File: src/inc/pdph_pkg.sv
// Package with constants and carrier types for the PCI data-phase handshake
package pdph_pkg;
  // Bus cycle figures
  localparam int PDPH_STOP_END_MAX = 3;
  localparam int PDPH_DEVSEL_LAST = 4;
  localparam int PDPH_CNT_W = 3;
  localparam logic [PDPH_CNT_W-1:0] PDPH_CNT_ZERO = 3'h0;
  localparam logic [PDPH_CNT_W-1:0] PDPH_CNT_ONE = 3'h1;
  localparam logic [PDPH_CNT_W-1:0] PDPH_STOP_END_CNT =
    PDPH_CNT_W'(PDPH_STOP_END_MAX);
  localparam logic [PDPH_CNT_W-1:0] PDPH_DEVSEL_CNT =
    PDPH_CNT_W'(PDPH_DEVSEL_LAST);
  // Bus commands
  localparam logic [3:0] PDPH_CMD_SPECIAL = 4'h1;
  localparam logic [3:0] PDPH_CMD_MEM_RD = 4'h6;
  localparam logic [3:0] PDPH_CMD_MEM_WR = 4'h7;
  localparam logic [3:0] PDPH_CMD_RD_MULT = 4'hC;
  localparam logic [3:0] PDPH_CMD_RD_LINE = 4'hE;
  localparam logic [3:0] PDPH_CMD_WR_INV = 4'hF;
  // Cache line: offset bits and dword index field
  localparam int PDPH_LINE_LSB = 2;
  localparam int PDPH_LINE_MSB = 3;
  localparam logic [1:0] PDPH_LINE_LAST = 2'h3;
  localparam logic [31:0] PDPH_DATA_ZERO = 32'h0000_0000;

  // Sampled bus pins, all handshake lines active low
  typedef struct packed {
    logic frame_n;
    logic irdy_n;
    logic trdy_n;
    logic stop_n;
    logic devsel_n;
    logic lock_n;
    logic [3:0] cbe_n;
    logic [31:0] ad;
  } pdph_bus_t;

  // Master side request from the core
  typedef struct packed {
    logic start;
    logic [3:0] cmd;
    logic [31:0] addr;
    logic last;
    logic wr_valid;
    logic [31:0] wr_data;
    logic rd_ready;
  } pdph_mreq_t;

  // Target side request from the core
  typedef struct packed {
    logic wbuf_full;
    logic wbuf_pending;
    logic rd_valid;
    logic [31:0] rd_data;
    logic wr_ready;
    logic line_stop_en;
  } pdph_treq_t;
endpackage

File: src/rtl/pdph_xfer.sv
`timescale 1ns/100ps
// Data-phase completion detector shared by master and target ends
module pdph_xfer
  import pdph_pkg::*;
(
  input wire logic clk_sys,
  input wire logic reset,
  input wire logic active,
  input wire logic irdy_n,
  input wire logic trdy_n,
  input wire logic frame_n,
  output logic done,
  output logic last_done,
  output logic [7:0] count
);
  // A phase ends only when both ready lines are sampled low together
  assign done = active && !irdy_n && !trdy_n;
  assign last_done = done && frame_n;

  always_ff @(posedge clk_sys or posedge reset) begin
    if (reset) begin
      count <= 8'h00;
    end else if (!active) begin
      count <= 8'h00;
    end else if (done) begin
      count <= count + 8'h01;
    end
  end

  a_wait_no_count: assert property (@(posedge clk_sys) disable iff (reset)
    active && (irdy_n || trdy_n) |=> count == $past(count))
    else $error("count moved during a wait cycle");
endmodule

File: src/rtl/pdph_core.sv
`timescale 1ns/100ps
// PCI data-phase handshake and stop logic, master and target ends
//
// Behaviour
// - A data phase ends only on an edge sampling both ready lines low.
// - Until both ready lines are low, wait cycles extend the phase.
// - Master raises initiator ready on writes only with valid write data, except in PDPH_M_STOP where it is always driven low.
// - On reads, master initiator ready means only ready to accept data, except in PDPH_M_STOP where it is always driven low.
// - Target raises target ready on reads only with valid read data.
// - On writes, target ready means only able to accept data.
// - Target asserts stop to end a transaction; devsel gives its kind.
// - As master, on stop drop frame and end within three clocks.
// - As target, stop when address phase shows frame and lock asserted.
// - As target, stop writes when buffers full or earlier cycle pending.
// - As target, stop reads crossing a cache line when enabled.
// - Frame deasserted marks the final data phase.
// - As master, abort if no devsel by subtractive clock, except special.
module pdph_core
  import pdph_pkg::*;
(
  input wire logic clk_sys,
  input wire logic reset,
  input wire pdph_bus_t bus_in,
  input wire pdph_mreq_t mreq,
  input wire pdph_treq_t treq,
  input wire logic tgt_sel,
  output logic frame_n_out,
  output logic frame_n_oe,
  output logic irdy_n_out,
  output logic irdy_n_oe,
  output logic trdy_n_out,
  output logic trdy_n_oe,
  output logic stop_n_out,
  output logic stop_n_oe,
  output logic devsel_n_out,
  output logic devsel_n_oe,
  output logic [31:0] ad_out,
  output logic ad_oe,
  output logic [3:0] cbe_n_out,
  output logic cbe_n_oe,
  output logic m_busy,
  output logic m_data_done,
  output logic [31:0] m_rd_data,
  output logic m_stopped,
  output logic m_abort,
  output logic t_busy,
  output logic t_data_done,
  output logic [31:0] t_wr_data,
  output logic t_stopped
);
  typedef enum logic [2:0] {
    PDPH_M_IDLE, PDPH_M_ADDR, PDPH_M_DATA, PDPH_M_STOP, PDPH_M_TURN
  } pdph_mst_t;
  typedef enum logic [1:0] {
    PDPH_T_IDLE, PDPH_T_DATA, PDPH_T_STOP, PDPH_T_TURN
  } pdph_tst_t;

  function automatic logic cmd_is_read(input logic [3:0] c);
    cmd_is_read = (c == PDPH_CMD_MEM_RD) || (c == PDPH_CMD_RD_MULT) ||
      (c == PDPH_CMD_RD_LINE);
  endfunction

  pdph_mst_t mst_reg;
  pdph_tst_t tst_reg;
  logic [PDPH_CNT_W-1:0] mcnt_reg;
  logic m_read_reg;
  logic m_special_reg;
  logic m_devsel_seen_reg;
  logic t_read_reg;
  logic [1:0] t_line_reg;
  logic t_line_en_reg;
  logic m_done;
  logic t_done;
  logic t_stop_cond;
  logic m_irdy;
  logic t_trdy;

  // Both ends judge completion from the sampled pins
  pdph_xfer u_mxfer (
    .clk_sys(clk_sys),
    .reset(reset),
    .active(mst_reg == PDPH_M_DATA || mst_reg == PDPH_M_STOP),
    .irdy_n(bus_in.irdy_n),
    .trdy_n(bus_in.trdy_n),
    .frame_n(bus_in.frame_n),
    .done(m_done),
    .last_done(),
    .count()
  );
  pdph_xfer u_txfer (
    .clk_sys(clk_sys),
    .reset(reset),
    .active(tst_reg == PDPH_T_DATA),
    .irdy_n(bus_in.irdy_n),
    .trdy_n(bus_in.trdy_n),
    .frame_n(bus_in.frame_n),
    .done(t_done),
    .last_done(),
    .count()
  );

  // Master initiator ready: write needs data, read needs room
  assign m_irdy = m_read_reg ? mreq.rd_ready : mreq.wr_valid;

  always_ff @(posedge clk_sys or posedge reset) begin
    if (reset) begin
      mst_reg <= PDPH_M_IDLE;
      mcnt_reg <= PDPH_CNT_ZERO;
      m_read_reg <= 1'b0;
      m_special_reg <= 1'b0;
      m_devsel_seen_reg <= 1'b0;
      m_stopped <= 1'b0;
      m_abort <= 1'b0;
    end else begin
      m_stopped <= 1'b0;
      m_abort <= 1'b0;
      case (mst_reg)
        PDPH_M_IDLE: begin
          if (mreq.start) begin
            mst_reg <= PDPH_M_ADDR;
            m_read_reg <= cmd_is_read(mreq.cmd);
            m_special_reg <= (mreq.cmd == PDPH_CMD_SPECIAL);
          end
        end
        PDPH_M_ADDR: begin
          mst_reg <= PDPH_M_DATA;
          mcnt_reg <= PDPH_CNT_ZERO;
          m_devsel_seen_reg <= 1'b0;
        end
        PDPH_M_DATA: begin
          mcnt_reg <= mcnt_reg + PDPH_CNT_ONE;
          if (!bus_in.devsel_n) begin
            m_devsel_seen_reg <= 1'b1;
          end
          if (!bus_in.stop_n) begin
            mst_reg <= PDPH_M_STOP;
            mcnt_reg <= PDPH_CNT_ONE;
          end else if (m_done && frame_n_out) begin
            mst_reg <= PDPH_M_TURN;
          end else if (!m_devsel_seen_reg && bus_in.devsel_n &&
                       mcnt_reg == PDPH_DEVSEL_CNT) begin
            // Special cycles never get a devsel and end normally
            if (!m_special_reg) begin
              m_abort <= 1'b1;
            end
            mst_reg <= PDPH_M_TURN;
          end
        end
        PDPH_M_STOP: begin
          mcnt_reg <= mcnt_reg + PDPH_CNT_ONE;
          // Ends at the latest on the second clock after the stop sample
          if (m_done || mcnt_reg >= PDPH_STOP_END_CNT - PDPH_CNT_ONE) begin
            mst_reg <= PDPH_M_TURN;
            m_stopped <= 1'b1;
          end
        end
        PDPH_M_TURN: mst_reg <= PDPH_M_IDLE;
        default: mst_reg <= PDPH_M_IDLE;
      endcase
    end
  end

  always_ff @(posedge clk_sys or posedge reset) begin
    if (reset) begin
      m_rd_data <= PDPH_DATA_ZERO;
      m_data_done <= 1'b0;
    end else begin
      m_data_done <= m_done;
      if (m_done && m_read_reg) begin
        m_rd_data <= bus_in.ad;
      end
    end
  end

  // Target stop causes, evaluated per data phase; PDPH_T_IDLE checks the address phase itself
  always_comb begin
    t_stop_cond = 1'b0;
    if (t_read_reg) begin
      t_stop_cond = t_line_en_reg && t_done &&
        t_line_reg == PDPH_LINE_LAST && !bus_in.frame_n;
    end else begin
      t_stop_cond = treq.wbuf_full || treq.wbuf_pending;
    end
  end

  assign t_trdy = t_read_reg ? treq.rd_valid : treq.wr_ready;

  always_ff @(posedge clk_sys or posedge reset) begin
    if (reset) begin
      tst_reg <= PDPH_T_IDLE;
      t_read_reg <= 1'b0;
      t_line_reg <= 2'h0;
      t_line_en_reg <= 1'b0;
      t_stopped <= 1'b0;
    end else begin
      t_stopped <= 1'b0;
      case (tst_reg)
        PDPH_T_IDLE: begin
          // Address phase: frame asserted while idle
          if (!bus_in.frame_n && tgt_sel && mst_reg == PDPH_M_IDLE) begin
            t_read_reg <= cmd_is_read(bus_in.cbe_n);
            t_line_reg <= bus_in.ad[PDPH_LINE_MSB:PDPH_LINE_LSB];
            t_line_en_reg <= treq.line_stop_en;
            if (!bus_in.lock_n) begin
              tst_reg <= PDPH_T_STOP;
            end else if (!cmd_is_read(bus_in.cbe_n) &&
                         (treq.wbuf_full || treq.wbuf_pending)) begin
              tst_reg <= PDPH_T_STOP;
            end else begin
              tst_reg <= PDPH_T_DATA;
            end
          end
        end
        PDPH_T_DATA: begin
          if (t_done) begin
            t_line_reg <= t_line_reg + 2'h1;
          end
          if (t_done && bus_in.frame_n) begin
            tst_reg <= PDPH_T_TURN;
          end else if (t_stop_cond && (t_read_reg || !t_done)) begin
            tst_reg <= PDPH_T_STOP;
          end
        end
        PDPH_T_STOP: begin
          // Stop held until master drops frame
          if (bus_in.frame_n) begin
            tst_reg <= PDPH_T_TURN;
            t_stopped <= 1'b1;
          end
        end
        PDPH_T_TURN: tst_reg <= PDPH_T_IDLE;
        default: tst_reg <= PDPH_T_IDLE;
      endcase
    end
  end

  always_ff @(posedge clk_sys or posedge reset) begin
    if (reset) begin
      t_wr_data <= PDPH_DATA_ZERO;
      t_data_done <= 1'b0;
    end else begin
      t_data_done <= t_done;
      if (t_done && !t_read_reg) begin
        t_wr_data <= bus_in.ad;
      end
    end
  end

  // Pin drive; all handshake lines are active low
  always_comb begin
    frame_n_out = 1'b1;
    irdy_n_out = 1'b1;
    ad_out = PDPH_DATA_ZERO;
    cbe_n_out = 4'hF;
    case (mst_reg)
      PDPH_M_ADDR: begin
        frame_n_out = 1'b0;
        ad_out = mreq.addr;
        cbe_n_out = mreq.cmd;
      end
      PDPH_M_DATA: begin
        frame_n_out = mreq.last && m_irdy;
        irdy_n_out = !m_irdy;
        ad_out = mreq.wr_data;
        cbe_n_out = 4'h0;
      end
      PDPH_M_STOP: begin
        frame_n_out = 1'b1;
        irdy_n_out = 1'b0;
        ad_out = mreq.wr_data;
        cbe_n_out = 4'h0;
      end
      default: begin
        frame_n_out = 1'b1;
      end
    endcase
    if (tst_reg == PDPH_T_DATA && t_read_reg) begin
      ad_out = treq.rd_data;
    end
  end

  assign frame_n_oe = mst_reg != PDPH_M_IDLE;
  assign irdy_n_oe = mst_reg != PDPH_M_IDLE && mst_reg != PDPH_M_ADDR;
  assign cbe_n_oe = (irdy_n_oe && mst_reg != PDPH_M_TURN) ||
    mst_reg == PDPH_M_ADDR;
  assign ad_oe = (mst_reg == PDPH_M_ADDR) ||
    ((mst_reg == PDPH_M_DATA || mst_reg == PDPH_M_STOP) && !m_read_reg) ||
    (tst_reg == PDPH_T_DATA && t_read_reg);
  // Line stop follows the completing read, so it cannot gate trdy
  assign trdy_n_out = !(tst_reg == PDPH_T_DATA && t_trdy &&
    (t_read_reg || !(treq.wbuf_full || treq.wbuf_pending)));
  assign stop_n_out = tst_reg != PDPH_T_STOP;
  assign devsel_n_out = !(tst_reg == PDPH_T_DATA || tst_reg == PDPH_T_STOP);
  assign trdy_n_oe = tst_reg != PDPH_T_IDLE;
  assign stop_n_oe = tst_reg != PDPH_T_IDLE;
  assign devsel_n_oe = tst_reg != PDPH_T_IDLE;
  assign m_busy = mst_reg != PDPH_M_IDLE;
  assign t_busy = tst_reg != PDPH_T_IDLE;

  a_stop_frame_end: assert property (@(posedge clk_sys) disable iff (reset)
    mst_reg == PDPH_M_DATA && !bus_in.stop_n |=> ##[0:2]
    mst_reg == PDPH_M_TURN)
    else $error("master did not end within three clocks of stop");
  a_stop_frame_high: assert property (@(posedge clk_sys) disable iff (reset)
    mst_reg == PDPH_M_STOP |-> frame_n_out)
    else $error("frame driven low after stop");
  a_wr_irdy_data: assert property (@(posedge clk_sys) disable iff (reset)
    mst_reg == PDPH_M_DATA && !m_read_reg && !irdy_n_out |->
    mreq.wr_valid && ad_oe)
    else $error("initiator ready without write data");
  a_rd_trdy_data: assert property (@(posedge clk_sys) disable iff (reset)
    !trdy_n_out && t_read_reg |-> treq.rd_valid && ad_oe)
    else $error("target ready without read data");
  a_lock_stop: assert property (@(posedge clk_sys) disable iff (reset)
    tst_reg == PDPH_T_IDLE && tgt_sel && mst_reg == PDPH_M_IDLE &&
    !bus_in.frame_n && !bus_in.lock_n |=> !stop_n_out)
    else $error("no stop on locked access");
  a_wbuf_stop: assert property (@(posedge clk_sys) disable iff (reset)
    tst_reg == PDPH_T_IDLE && tgt_sel && mst_reg == PDPH_M_IDLE &&
    !bus_in.frame_n && !cmd_is_read(bus_in.cbe_n) && treq.wbuf_full
    |=> !stop_n_out)
    else $error("no stop on full write buffers");
  a_line_stop: assert property (@(posedge clk_sys) disable iff (reset)
    tst_reg == PDPH_T_DATA && t_read_reg && !t_line_en_reg
    |=> stop_n_out)
    else $error("line stop while disabled");
  a_done_pulse: assert property (@(posedge clk_sys) disable iff (reset)
    m_done |=> m_data_done)
    else $error("completed phase not reported");
  a_master_abort: assert property (@(posedge clk_sys) disable iff (reset)
    m_abort |-> !m_special_reg && !m_devsel_seen_reg)
    else $error("abort with devsel or on special cycle");
endmodule

File: config.mk
export PLATFORM = sky130hd
export DESIGN_NAME = pdph_core
export DESIGN_NICKNAME = d
export VERILOG_FILES = /design/src/inc/pdph_pkg.sv /design/src/rtl/pdph_xfer.sv /design/src/rtl/pdph_core.sv
export SDC_FILE = /design/constraint.sdc
export NUM_CORES = 1
export LEC_CHECK = 0
export ABC_AREA = 1
export BUFFER_PORTS_ARGS = -buffer_cell sky130_fd_sc_hd__clkbuf_2
export CAP_MARGIN = 20
export CORE_MARGIN = 1
export CORE_UTILIZATION = 39
export CTS_CLUSTER_SIZE = 8
export DETAILED_ROUTE_END_ITERATION = 10
export PLACE_DENSITY_LB_ADDON = 0.15
export RECOVER_POWER = 50
export SETUP_SLACK_MARGIN = 0.2
export SYNTH_ARGS = -nofsm -noshare
export SYNTH_HDL_FRONTEND = slang
export SYNTH_SLANG_ARGS = --single-unit
File: constraint.sdc
create_clock -name clk_sys -period 2.6 [get_ports clk_sys]
set_input_delay 0.26 -clock clk_sys [delete_from_list [all_inputs] [get_ports clk_sys]]
set_output_delay 0.26 -clock clk_sys [all_outputs]
set_load 0.03 [all_outputs]
==> flow_metrics.env <==
export IMPL_clk_latency_ns=0.33
export IMPL_outcome="finished, final reports clean"
export IMPL_power_leakage_uw=0.00340
export IMPL_ir_worst_vdd_mv=0.681
export IMPL_grt_pass1_vias=4266
export IMPL_period_share_pct=89.9
export IMPL_synth_area_mm2=0.00443
export IMPL_grt_overflow_total=0
export IMPL_fin_skew_ns=0.00818
export IMPL_dp_hpwl_um=10800
export IMPL_layout_drive_gt1_share_pct=34.2
export IMPL_tightest_slew_ns=1.34
export IMPL_cts_max_path_buffers=2
export IMPL_synthDistinctLibCells=32
export IMPL_min_period_ns=2.34
export IMPL_fin_hold_ws_ns=0.154
export IMPL_first_pass_iters=5
export IMPL_min_path_type="primary input to flip-flop"
export IMPL_grt_usage_pct=23.0
export IMPL_crit_buf_inv=3
export IMPL_cts_tree="done"
export IMPL_place_congestion=0.822
export IMPL_yosys_warnings=0
export IMPL_die_y_um=109
export IMPL_fp_dieW_um=109
export IMPL_crit_slowest_cell="dfrtp_1"
export IMPL_antenna_found_initial=0
export IMPL_antenna_cells=0
export IMPL_yosysSeqAreaShare_pct=47.5
export IMPL_yosys_area_top_type_share_pct=47.5
export IMPL_finalWirelength_um=13800
export IMPL_initial_utilization_pct=40.5
export IMPL_cts_resized=0
export IMPL_cts_buffers=9
export IMPL_power_density_mw_per_mm2=1380
export IMPL_dieArea_mm2=0.0118
export IMPL_power_uw=8470
export IMPL_nets=979
export IMPL_hold_viol=0
export IMPL_grt_setup_unrepaired="yes"
export IMPL_dr_total_vias=4622
export IMPL_io_pins=273
export IMPL_finalSetupViolations=0
export IMPL_max_freq_mhz=428
export IMPL_wl_per_cell_um=14.3
export IMPL_grt_max_degree=65
export IMPL_start_kind="flip-flop"
export IMPL_max_slew_margin_pct=10.2
export IMPL_clkTransAtPathRegs_ns=0.07
export IMPL_fillers=1074
export IMPL_synth_area_leader_cell="dfrtp_1"
export IMPL_root_buffer="clkbuf_16"
export IMPL_max_cap_violations=0
export IMPL_critical_path_cell_chain="inv_1 > nor2_8 > buf_4 > nand2_1 > a31oi_1 > buf_2"
export IMPL_via_per_inst=4.80
export IMPL_grt_pass1_wl_um=20900
export IMPL_required_ns=2.34
export IMPL_synth_edf_count=0
export IMPL_crit_type="flip-flop to primary output"
export IMPL_syn_nets=720
export IMPL_synth_async_reset_ratio_pct=100
export IMPL_maxSlewViolCount=0
export IMPL_top_regs="m_rd_data x32, t_wr_data x32"
export IMPL_core_area_mm2=0.0109
export IMPL_post_cts_setup_buffers=0
export IMPL_cp_top_family="buffers and inverters"
export IMPL_syn_instance_count=558
export IMPL_arrival_ns=2.08
export IMPL_worstSetupEndpointType="primary output"
export IMPL_synth_area_leaders="dfrtp_1 (47%), nand2_1 (15%), o21ai_2 (5.9%), o21ai_0 (5.0%), inv_1 (4.9%)"
export IMPL_placed_cells=946
export IMPL_synth_area_per_cell_um2=7.93
export IMPL_area_delta_synth_final_pct=38.5
export IMPL_clock_sinks=84
export IMPL_rows=38
export IMPL_portBuffers=272
export IMPL_htree_levels=3
export IMPL_max_stage_delay_ns=0.43
export IMPL_drc=0
export IMPL_drtAntennaViolNets=0
export IMPL_final_cells=962
export IMPL_ys_ff_latch=84
export IMPL_worstPathMaxFanout=35
export IMPL_drt_iter0_drc=382
export IMPL_final_setup_tns_ns=0
export IMPL_cts_hold_buf=0
export IMPL_yosys_most_used_dff="dfrtp_1"
-- placed cells by master, fill, tap and decap left out, types with 3 or more instances in the layout --
cell       count
nand2_1      180
or2_2          3
nor2_1        46
o21ai_2       30
a31oi_1       33
clkbuf_16      9
inv_1         59
clkbuf_2     213
o21ai_1        4
buf_12         3
nor3_1         4
nand2_2        4
o21ai_0       44
clkbuf_1      57
nand3_1       10
dfrtp_1       84
ha_1           8
inv_6          3
-- kinds of logic after synthesis --
family	synth area share (%)
AOI/OAI and AO/OA	17.5
xor gates and xnor gates	0.198
adders and majority gates	2.26
buffers and inverters	9.61
DFF	47.5
and+or+nand+nor	22.9
-- worst paths after layout --
kind | startpoint | endpoint | slack (ns) | cells past startpoint
worst max-delay path | mst_reg[1]$_DFFE_PP0P_ | ad_out[28] | 0.26 | 6
worst min-delay path | mreq[69] | m_special_reg$_DFFE_PP0P_ | 0.15 | 2
worst max register to register | mst_reg[1]$_DFFE_PP0P_ | tst_reg[1]$_DFFE_PP0P_ | 0.67 | 8
worst min register to register | m_special_reg$_DFFE_PP0P_ | m_abort$_DFF_PP0_ | 0.43 | 1
max in group asynchronous | reset | m_rd_data[3]$_DFFE_PP0P_ | 1.57 | 3
min in group asynchronous | reset | t_wr_data[13]$_DFFE_PP0P_ | 0.19 | 2
-- report_power, final --
part / internal (uW) / total, uW / switching (uW)
combinational: 1300 / 4870 / 3560
clock: 858 / 1400 / 537
sequential: 1860 / 2210 / 346
total: 4020 / 8470 / 4450
-- synthesized netlist by cell type, drive strengths merged, types with 2 or more instances --
cell type and instances:
inv 62, o21ai 78, nand2 186, or2 3, ha 8, buf 21, nor3 4, dfrtp 84
nand3 10, nand4 2, a21oi 3, nor2 47, a31oi 33, clkbuf 9
-- layer usage --
layer	wire [um]	track usage [%]
met5	0	0
met4	181	5.21
met3	1080	7.11
met2	6530	36.3
met1	5970	30.8
-- metrics by stage --
stage                     area [um2]  util (%)  setup WS [ns]
after global routing            6130      56.1          0.109
after CTS                       6190      56.6          0.208
after detailed placement        5860      53.6          0.586
after floorplan                 4430         -          0.490
after global placement          5860      53.6          0.606
final                           6130      56.1          0.264
-- final cells by class --
| class | count | area (um2) | share of cell area (%) |
|---|---|---|---|
| sequential | 84 | 2100 | 34.3 |
| clock buffer | 9 | 225 | 3.67 |
| multi-input combinational | 382 | 1910 | 31.1 |
| inverter | 62 | 234 | 3.82 |
| tap | 140 | 175 | 2.86 |
| timing repair buffer | 278 | 1380 | 22.5 |
| clock inverter | 7 | 105 | 1.71 |
Note: power is estimated with default switching activity, not from simulation.
